### config.mk
export PLATFORM = sky130hd
export DESIGN_NAME = coherence_ctrl_register_bank
export DESIGN_NICKNAME = d
export VERILOG_FILES = /design/src/rtl/coherence_ctrl_pkg.sv /design/src/rtl/coherence_ctrl_register_bank.sv /design/src/rtl/per_vp_store.sv
export SDC_FILE = /design/constraint.sdc
export NUM_CORES = 2
export LEC_CHECK = 0
export ABC_CLOCK_PERIOD_IN_PS = 82600
export BUFFER_PORTS_ARGS = -buffer_cell sky130_fd_sc_hd__buf_2
export CAP_MARGIN = 20
export CORE_ASPECT_RATIO = 1.75
export CORE_MARGIN = 4
export CORE_UTILIZATION = 57
export CTS_CLUSTER_SIZE = 28
export DETAILED_ROUTE_END_ITERATION = 10
export PLACE_DENSITY = 0.73
export SLEW_MARGIN = 20
export SYNTH_ARGS = -nofsm -noshare
export SYNTH_HDL_FRONTEND = slang
export SYNTH_SLANG_ARGS = --single-unit
### constraint.sdc
create_clock -name mclk -period 82.6 [get_ports mclk]
set_input_delay 16.52 -clock mclk [delete_from_list [all_inputs] [get_ports mclk]]
set_output_delay 16.52 -clock mclk [all_outputs]
set_load 0.02 [all_outputs]
### src/rtl/coherence_ctrl_pkg.sv
package coherence_ctrl_pkg;

  // build limits of the cluster
  localparam int MAX_CORES = 6;
  localparam int MAX_VP    = 4;
  localparam int MAX_IO_COHERENCE_UNIT  = 2;
  localparam int IDX_W     = 5;
  localparam int SLOTS     = MAX_CORES * MAX_VP;

  // offsets inside an 8 KB sub-block
  localparam logic [12:0] OFF_SYS_CONFIG  = 13'h0000;
  localparam logic [12:0] OFF_WIN_BASE    = 13'h0008;
  localparam logic [12:0] OFF_REMOTE_SEL  = 13'h0018;
  localparam logic [12:0] OFF_LOCAL_DATA  = 13'h0020;
  localparam logic [12:0] OFF_CUSTOM_BASE = 13'h0060;
  localparam logic [12:0] OFF_IRQ_BASE    = 13'h0080;
  localparam logic [12:0] OFF_POWER_BASE  = 13'h0088;
  localparam logic [12:0] OFF_IOC_BASE    = 13'h0100;
  localparam logic [12:0] OFF_WRITE_PERM  = 13'h0120;

  // base field low bits, all fields end at bit 47
  localparam int WIN_LSB    = 15;
  localparam int CUSTOM_LSB = 16;
  localparam int IRQ_LSB    = 17;
  localparam int POWER_LSB  = 15;
  localparam int IOC_LSB    = 15;
  localparam int ENABLE_BIT = 0;

  // reset values
  localparam logic [63:0] WIN_BASE_RST = 64'h0000_1fbf_8000;
  localparam logic [63:0] PERM_RST     = 64'h0000_0000_0003_003f;
  localparam logic [63:0] PERM_MASK    = 64'h0000_0000_0003_003f;

  // system configuration field positions
  localparam int CFG_CORES_LSB = 0;
  localparam int CFG_IO_COHERENCE_UNIT_LSB  = 8;
  localparam int CFG_MMIO_LSB  = 16;
  localparam int CFG_ITU_BIT   = 31;
  localparam int CFG_DBU_BIT   = 40;
  localparam int CFG_NOC_LSB   = 41;

  // remote-core select fields
  localparam int          SEL_VP_LSB    = 0;
  localparam int          SEL_CORE_LSB  = 8;
  localparam int          SEL_BLOCK_LSB = 24;
  localparam logic [63:0] SEL_MASK      = 64'h0000_0000_0300_3f07;

  // requestor id of the first io coherence unit
  localparam logic [4:0] IO_COHERENCE_UNIT_ID_BASE = 5'h10;

  typedef enum logic [1:0] {
    SUB_GLOBAL = 2'b00,
    SUB_LOCAL  = 2'b01,
    SUB_OTHER  = 2'b10,
    SUB_DEBUG  = 2'b11
  } sub_block_t;

  typedef enum logic [2:0] {
    ROUTE_NONE   = 3'b000,
    ROUTE_WINDOW = 3'b001,
    ROUTE_CUSTOM = 3'b010,
    ROUTE_IRQ    = 3'b011,
    ROUTE_POWER  = 3'b100,
    ROUTE_IOC    = 3'b101
  } route_t;

  typedef struct packed {
    logic        write;
    logic [4:0]  src;
    logic [2:0]  vp;
    logic [47:0] addr;
    logic [63:0] wdata;
  } req_t;

  typedef struct packed {
    logic        valid;
    logic [63:0] data;
    route_t      route;
    logic        wr_allow;
  } resp_t;

  typedef struct packed {
    logic [63:0]                 win_base;
    logic [63:0]                 custom_base;
    logic [63:0]                 irq_base;
    logic [63:0]                 power_base;
    logic [63:0]                 ioc_base;
    logic [63:0]                 perm;
    logic [SLOTS-1:0][63:0]      remote_sel;
    resp_t                       resp;
    logic                        use_mem;
  } ctrl_state_t;

endpackage

### src/rtl/coherence_ctrl_register_bank.sv
`timescale 1ns/1ps
// Overview of operation
// redirect loaded first; core-other follows selected core
// 0x2000-0x3FFF reaches requesting core's local registers
// 0x4000-0x5FFF reaches selected core, same offsets
// one copy per core and per vp
// remote-core select sits at local offset 0x18
// without relocation option window fixed at default
// configuration register read-only build constants
// cores 7:0, io units 11:8, mmio 19:16
// itu bit 31, debug bit 40, noc 43:41
// window base bits 47:15, 32 KB aligned
// custom base 47:16, decoded only when enabled
// irq controller base 47:17, enable gated
// power controller base 47:15, enable gated
// io coherence base 47:15, enable gated
// all read; writes need requestor grant
// grant bits 5:0 cores, 17:16 io units
// ungranted writes silently dropped
// grant field resets to 0x3003f
// grant also gates power controller writes
// window split into four 8 KB sub-blocks
// select bits 13:8 core, 2:0 vp
// select bits 25:24 pick redirected block
// unimplemented offsets read zero, ignore writes
// out-of-range selected core reads zero
module coherence_ctrl_register_bank
  import coherence_ctrl_pkg::*;
#(
  parameter int          NUM_CORES   = 6,
  parameter int          NUM_VP      = 4,
  parameter int          NUM_IO_COHERENCE_UNIT    = 2,
  parameter int          NUM_MMIO    = 4,
  parameter bit          RELOCATABLE = 1'b1,
  parameter bit          ITU_PRESENT = 1'b1,
  parameter bit          DBU_PRESENT = 1'b1,
  parameter logic [2:0]  NOC_TYPE    = 3'h0
) (
  input  wire logic                        mclk,
  input  wire logic                        rst,
  input  wire logic                        req_valid,
  input  wire coherence_ctrl_pkg::req_t    req,
  output logic                             resp_valid,
  output logic [63:0]                      resp_rdata,
  output coherence_ctrl_pkg::route_t       resp_route,
  output logic                             resp_wr_allow
);
  import coherence_ctrl_pkg::*;

  // build-time constants, never writable
  localparam logic [63:0] CFG_VALUE =
    (64'(NUM_CORES) << CFG_CORES_LSB) | (64'(NUM_IO_COHERENCE_UNIT) << CFG_IO_COHERENCE_UNIT_LSB) |
    (64'(NUM_MMIO) << CFG_MMIO_LSB) | (64'(ITU_PRESENT) << CFG_ITU_BIT) |
    (64'(DBU_PRESENT) << CFG_DBU_BIT) | (64'(NOC_TYPE) << CFG_NOC_LSB);

  // mask of bits [47:lsb]
  function automatic logic [63:0] field_mask(input int lsb);
    field_mask = ~((64'h1 << lsb) - 64'h1) & 64'h0000_ffff_ffff_ffff;
  endfunction

  // address falls in the aligned region held by base
  function automatic logic region_match(input logic [47:0] a, input logic [63:0] b, input int lsb);
    region_match = (({16'h0, a} ^ b) & field_mask(lsb)) == 64'h0;
  endfunction

  // flat slot of one core and one vp
  function automatic logic [IDX_W-1:0] slot_of(input logic [5:0] core, input logic [2:0] vp);
    slot_of = IDX_W'(32'(core) * MAX_VP + 32'(vp));
  endfunction

  ctrl_state_t s_r;
  ctrl_state_t s_nxt;

  logic              is_core;
  logic              is_io_coherence_unit;
  logic              grant;
  logic              wr_ok;
  logic              own_ok;
  logic [IDX_W-1:0]  own_idx;
  logic [63:0]       own_sel;
  logic [5:0]        sel_core;
  logic [2:0]        sel_vp;
  logic [1:0]        sel_block;
  logic              in_win;
  sub_block_t        sub;
  logic [12:0]       roff;
  logic              to_global;
  logic              to_local;
  logic              tgt_ok;
  logic [IDX_W-1:0]  tgt_idx;
  logic              glob_mapped;
  logic              custom_hit;
  logic              irq_hit;
  logic              power_hit;
  logic              ioc_hit;
  logic              mem_we;
  logic [63:0]       mem_rdata;

  // who is asking and may it write
  always_comb begin
    is_core = 32'(req.src) < NUM_CORES;
    is_io_coherence_unit = (req.src >= IO_COHERENCE_UNIT_ID_BASE) && (32'(req.src) < 32'(IO_COHERENCE_UNIT_ID_BASE) + NUM_IO_COHERENCE_UNIT);
    grant   = (is_core || is_io_coherence_unit) && s_r.perm[req.src];
    wr_ok   = req_valid && req.write && grant;
    own_ok  = is_core && (32'(req.vp) < NUM_VP);
    own_idx = slot_of(6'(req.src), req.vp);
    own_sel = own_ok ? s_r.remote_sel[own_idx] : 64'h0;
    sel_core  = own_sel[SEL_CORE_LSB +: 6];
    sel_vp    = own_sel[SEL_VP_LSB +: 3];
    sel_block = own_sel[SEL_BLOCK_LSB +: 2];
  end

  // window and sub-block decode
  always_comb begin
    in_win    = region_match(req.addr, s_r.win_base, WIN_LSB);
    sub       = sub_block_t'(req.addr[14:13]);
    roff      = req.addr[12:0];
    to_global = 1'b0;
    to_local  = 1'b0;
    tgt_ok    = 1'b0;
    tgt_idx   = own_idx;
    case (sub)
      SUB_GLOBAL: begin
        to_global = 1'b1;
      end
      SUB_LOCAL: begin
        to_local = 1'b1;
        tgt_ok   = own_ok;
      end
      SUB_OTHER: begin
        // an io unit has no select register, so it reaches nothing here
        to_local  = sel_block == 2'h0;
        tgt_ok    = own_ok && (32'(sel_core) < NUM_CORES) && (32'(sel_vp) < NUM_VP);
        to_global = tgt_ok && (sel_block == 2'h1); // a missing core sees no global block either
        tgt_idx   = slot_of(sel_core, sel_vp);
      end
      default: begin
        to_global = 1'b0; // debug registers live elsewhere and read zero
      end
    endcase
  end

  // outside-window regions, decoded only while enabled
  always_comb begin
    custom_hit = s_r.custom_base[ENABLE_BIT] && region_match(req.addr, s_r.custom_base, CUSTOM_LSB);
    irq_hit    = s_r.irq_base[ENABLE_BIT] && region_match(req.addr, s_r.irq_base, IRQ_LSB);
    power_hit  = s_r.power_base[ENABLE_BIT] && region_match(req.addr, s_r.power_base, POWER_LSB);
    ioc_hit    = s_r.ioc_base[ENABLE_BIT] && region_match(req.addr, s_r.ioc_base, IOC_LSB);
  end

  // register reads, writes and the answer
  always_comb begin
    s_nxt = s_r;
    mem_we = 1'b0;
    glob_mapped = 1'b0;
    s_nxt.resp.valid    = req_valid;
    s_nxt.resp.data     = 64'h0;
    s_nxt.resp.route    = ROUTE_NONE;
    s_nxt.resp.wr_allow = 1'b0;
    s_nxt.use_mem       = 1'b0;
    if (req_valid && in_win) begin
      s_nxt.resp.route    = ROUTE_WINDOW;
      s_nxt.resp.wr_allow = req.write && grant;
      if (to_global) begin
        glob_mapped = 1'b1;
        case (roff)
          OFF_SYS_CONFIG: begin
            s_nxt.resp.data = CFG_VALUE;
          end
          OFF_WIN_BASE: begin
            s_nxt.resp.data = s_r.win_base;
            if (wr_ok && RELOCATABLE) begin
              s_nxt.win_base = req.wdata & field_mask(WIN_LSB);
            end
          end
          OFF_CUSTOM_BASE: begin
            s_nxt.resp.data = s_r.custom_base;
            if (wr_ok) begin
              s_nxt.custom_base = req.wdata & (field_mask(CUSTOM_LSB) | 64'h1);
            end
          end
          OFF_IRQ_BASE: begin
            s_nxt.resp.data = s_r.irq_base;
            if (wr_ok) begin
              s_nxt.irq_base = req.wdata & (field_mask(IRQ_LSB) | 64'h1);
            end
          end
          OFF_POWER_BASE: begin
            s_nxt.resp.data = s_r.power_base;
            if (wr_ok) begin
              s_nxt.power_base = req.wdata & (field_mask(POWER_LSB) | 64'h1);
            end
          end
          OFF_IOC_BASE: begin
            s_nxt.resp.data = s_r.ioc_base;
            if (wr_ok) begin
              s_nxt.ioc_base = req.wdata & (field_mask(IOC_LSB) | 64'h1);
            end
          end
          OFF_WRITE_PERM: begin
            s_nxt.resp.data = s_r.perm;
            if (wr_ok) begin
              s_nxt.perm = req.wdata & PERM_MASK;
            end
          end
          default: begin
            glob_mapped = 1'b0;
          end
        endcase
      end else if (to_local && tgt_ok) begin
        case (roff)
          OFF_REMOTE_SEL: begin
            s_nxt.resp.data = s_r.remote_sel[tgt_idx];
            if (wr_ok) begin
              s_nxt.remote_sel[tgt_idx] = req.wdata & SEL_MASK;
            end
          end
          OFF_LOCAL_DATA: begin
            s_nxt.use_mem = !req.write;
            mem_we        = wr_ok;
          end
          default: begin
            s_nxt.resp.data = 64'h0;
          end
        endcase
      end
    end else if (req_valid) begin
      // writes to the power block obey the same grant
      s_nxt.resp.wr_allow = req.write && grant;
      if (power_hit) begin
        s_nxt.resp.route = ROUTE_POWER;
      end else if (irq_hit) begin
        s_nxt.resp.route = ROUTE_IRQ;
      end else if (custom_hit) begin
        s_nxt.resp.route = ROUTE_CUSTOM;
      end else if (ioc_hit) begin
        s_nxt.resp.route = ROUTE_IOC;
      end else begin
        s_nxt.resp.route = ROUTE_NONE;
      end
    end
  end

  // reset: window at default, all requestors granted, regions off
  always_ff @(posedge mclk or posedge rst) begin
    if (rst) begin
      s_r          <= '0;
      s_r.win_base <= WIN_BASE_RST;
      s_r.perm     <= PERM_RST;
    end else begin
      s_r <= s_nxt;
    end
  end

  // per-vp words kept in a small memory, read a cycle later
  per_vp_store #(
    .DEPTH (SLOTS),
    .WIDTH (64),
    .AW    (IDX_W)
  ) u_store (
    .mclk  (mclk),
    .rst   (rst),
    .we    (mem_we),
    .idx   (tgt_idx),
    .wdata (req.wdata),
    .rdata (mem_rdata)
  );

  assign resp_valid    = s_r.resp.valid;
  assign resp_rdata    = s_r.use_mem ? mem_rdata : s_r.resp.data;
  assign resp_route    = s_r.resp.route;
  assign resp_wr_allow = s_r.resp.wr_allow;
endmodule

### src/rtl/per_vp_store.sv
`timescale 1ns/1ps
module per_vp_store #(
  parameter int DEPTH = 24,
  parameter int WIDTH = 64,
  parameter int AW    = 5
) (
  input  wire logic             mclk,
  input  wire logic             rst,
  input  wire logic             we,
  input  wire logic [AW-1:0]    idx,
  input  wire logic [WIDTH-1:0] wdata,
  output logic      [WIDTH-1:0] rdata
);
  typedef struct packed {
    logic [DEPTH-1:0][WIDTH-1:0] mem;
    logic [WIDTH-1:0]            rd;
  } store_t;

  store_t s_r;
  store_t s_nxt;

  // read returns the old word on a same-cycle write
  always_comb begin
    s_nxt = s_r;
    s_nxt.rd = s_r.mem[idx];
    if (we) begin
      s_nxt.mem[idx] = wdata;
    end
  end

  always_ff @(posedge mclk or posedge rst) begin
    if (rst) begin
      s_r <= '0;
    end else begin
      s_r <= s_nxt;
    end
  end

  assign rdata = s_r.rd;
endmodule

==> metrics.md <==
| Metric | Value |
|---|---|
| Final Hold Vio Count | `0` |
| Synth warn | `0` |
| Fillers | `13.06k` |
| Slowest-stage cell, CP | `nand2_1` |
| Average wire per standard cell | `31.14 um` |
| Pwr dens | `19.02 mW/mm^2` |
| Synth Area per Inst | `14.49 sq um` |
| Register area share after synthesis | `between 50 and 60%` |
| Fraction of the mapped netlist area in simple logic gates | `between 4 and 5%` |
| Sequential group share of total power | `49.6%` |
| Maximum vdd drop | `approximately 0.000015 V` |
| Number of synthesized register bits | `2089` |
| Postcts setup bufs | `0` |
| Synth top area share | `51.26%` |
| Die height | `564.7 um` |
| Largest family of logic cells by synthesized area | `multiplexers` |
| Initial DRT Pass Iterations | `8` |
| Clk slew on worst S/H paths | `0.06 ns` |
| Dpl hpwl | `about 180000 um` |
| Post-Syn Instances | `6968` |
| Vias in the first global route | `approximately 65k` |
| Worst Setup Start Kind | `primary input` |
| Max Slew Vio Count | `0` |
| Synth area leaders | `dfrtp_1 51%, mux2_2 15%, mux2_4 11%, mux4_2 7.7%, nand2_1 2.0%` |
| Lkg Pwr | `0.05176 uW` |
| Post-synthesis compound-gate area fraction | `under 10%` |
| Dpl ws | `59.14 ns` |
| Leading area contributor after synthesis | `dfrtp_1` |
| Die Wd | `approximately 330 um` |
| First-pass GRT wire length | `433800 um` |
| Post-synth EDFFs | `0` |
| Clk root buf | `clkbuf_16` |
| CTS tree | `done` |
| Clock tree buffer depth | `4` |
| Initial antenna violation count | `21` |
| Mux contribution to synthesized area | `33.98%` |
| Gr usage total | `between 30 and 40%` |
| Post-Syn Area | `0.1010 sq mm` |
| DR DRC count | `0` |
| Worst-Margin Slew | `1.317 ns` |
| Worst-path maximum fanout | `99` |
| Overflow after GRT | `0` |
| Setup TNS | `0 ns` |
| CP dominant cell by count | `ha_1` |
| Initial core utilization | `57.24%` |
| CP arrival | `about 24 ns` |
| Antenna-violating nets left | `0` |
| GPL Wtd Cong | `about 1.0` |
| Final Util | `about three fifths` |
| Largest net degree at the start of global routing | `196` |
| Die area | `0.1842 sq mm` |
| Ys flop type | `dfrtp_1` |
| Share of layout cells above drive strength 1 | `44.55%` |
| Via count | `61.27k` |
| Unique masters post-synth | `70` |
| Psw | `504.5 uW` |
| CP Class | `primary input to register` |
| RSZ-0062 raised after global routing | `no` |
| Vias per cell | `roughly 6.6` |
| Clk_skew | `0.04071 ns` |
| Total wire length | `between 200000 and 300000 um` |
| Switch share | `24.40%` |
| P_int | `approximately 1600 uW` |
| Clock power frac | `44.1%` |
| Post-route design area | `0.1087 sq mm` |
| CTS Buf Count | `196` |
| Hold Crit Class | `register to register` |
| Worst EP required | `83.29 ns` |
| Post-CTS Hold Buffers | `0` |
| Io pins | `193` |
| Comb pwr share | `6.4%` |
| Post-synth ARST share | `100.0%` |
| Worst-Skew Late Latency | `0.84 ns` |
| Status | `complete, no violations` |
| Core area | `0.1764 sq mm` |
| Crit path largest cell delay | `0.83 ns` |
| Top cells by count, synth | `2068 x dfrtp_1, 1336 x mux2_2, 720 x mux2_4` |
| CTS resizes | `0` |
| Minimum clock period | `22.85 ns` |
| Crit. End Element | `register` |
| Cell Rows | `204` |
| Setup ws final | `59.75 ns` |
| Final net count | `6931` |
| Placed Area | `slightly above 0.1 sq mm` |
| Finish-stage setup viols | `0` |
| Fmax achieved | `43.76 MHz` |
| Layout area overhead | `7.640%` |
| Final Cycle Share | `27.67%` |
| Xor/xnor cell area share of the yosys netlist | `1.423%` |
| Starting DRC count in detailed routing | `about 5.4k` |
| Slew HR | `11.56%` |
| Port bufs | `192` |
| Syn_nets | `7100` |
| Top-count cell post-synth | `dfrtp_1` |
| H-tree depth | `4` |
| Sink Count | `2089` |
| Crit-path cells | `buf_2 -> ha_1 -> ha_1 -> clkinv_1 -> mux4_2 -> a22oi_1 -> nor2_1 -> ha_1 -> ha_1 -> xnor2_1 -> a21oi_1 -> mux2i_4 -> buf_12 -> nand2_1 -> nor2_8 -> buf_4 -> mux2_2` |
| Max_cap viols | `0` |
| Adder-Cell Fraction of Synth Area | `0.09915%` |
power by group through the flow:
stage / sequential [uW] / combinational (uW) / clock, uW
2_1_floorplan: 1050 / 79.2 / 0
3_3_place_gp: 1040 / 128 / 0
3_5_place_dp: 1040 / 130 / 0
4_1_cts: 1020 / 130 / 923
5_1_grt: 1020 / 139 / 962
6_report: 1020 / 131 / 911
final cells by class:
cell class	count	area [sq um]	share of cell area, %
tap	2369	2964	2.728
multi-input combinational	4180	44860	41.28
inverter	13	56.30	0.05181
timing repair buffer	319	2123	1.954
clock buffer	291	5672	5.219
antenna	9	22.52	0.02072
sequential	2089	52310	48.13
clock inverter	56	668.1	0.6148
cell usage in the layout, fill, tap and decap left out, types with 149 or more instances in the layout:
master     count
xnor2_1      149
clkbuf_16    196
mux2_4       720
nand2_1      531
a22oi_1      198
dfrtp_1     2067
buf_2        190
mux4_2       345
mux2_2      1336
nand3_1      158
sequential cells by signal, indices dropped and copies added (netlist names):
| name | flops |
|---|---|
| resp_route | 3 |
| resp_valid | 1 |
| resp_wr_allow | 1 |
| s_r | 484 |
| u_store.rdata | 64 |
| u_store.s_r | 1536 |
final timing paths:
check | start | to | slack, ns | cells past startpoint
worst max-delay path | req[115] | u_store.s_r[766]$_DFFE_PP0P_ | 59.75 | 17
worst min-delay path | u_store.s_r[155]$_DFFE_PP0P_ | u_store.s_r[155]$_DFFE_PP0P_ | 0.50 | 1
worst max register to register | s_r[974]$_DFFE_PP0P_ | u_store.s_r[766]$_DFFE_PP0P_ | 76.07 | 14
worst min register to register | u_store.s_r[155]$_DFFE_PP0P_ | u_store.s_r[155]$_DFFE_PP0P_ | 0.50 | 1
max in group asynchronous | rst | u_store.s_r[74]$_DFFE_PP0P_ | 61.26 | 9
min in group asynchronous | rst | s_r[1965]$_DFFE_PP0P_ | 15.86 | 2
kinds of logic (layout without fill, tap and decap cells):
family	Yosys count	after routing
adders and majority gates	8	8
xor gates and xnor gates	164	164
buffers and inverters	699	679
DFF	2089	2089
muxes	2454	2454
AOI/OAI and AO/OA	535	535
other	0	9
and+or+nand+nor	1019	1019
layer usage:
metal	part of all wire [%]	global-route usage [%]	vias to the layer above
li1	-	-	25080
met1	37	38.14	32830
met2	49	52.40	2521
met3	5.8	4.862	835
met4	7.6	19.90	4
met5	0.0090	0	-
worst max-delay path: cells and delay by family:
| kind | cells | cell delay, ns |
|---|---|---|
| AO/OA/AOI/OAI | 2 | 0.39 |
| multiplexers | 3 | 1.27 |
| XOR/XNOR | 1 | 0.20 |
| adder cells (fa/ha/maj) | 4 | 1.32 |
| AND/OR/NAND/NOR | 3 | 1.73 |
| buffers and inverters | 4 | 1.94 |
through the flow:
stage	hold WS [ns]	power [uW]	std cells
floorplan	0.4739	1126	6968
global placement	0.4816	1172	8964
detailed placement	0.4877	1174	8964
CTS	0.5032	2078	9311
global route	0.5090	2124	9320
finish	0.5005	2067	9326
(Power assumes the default switching activity.)
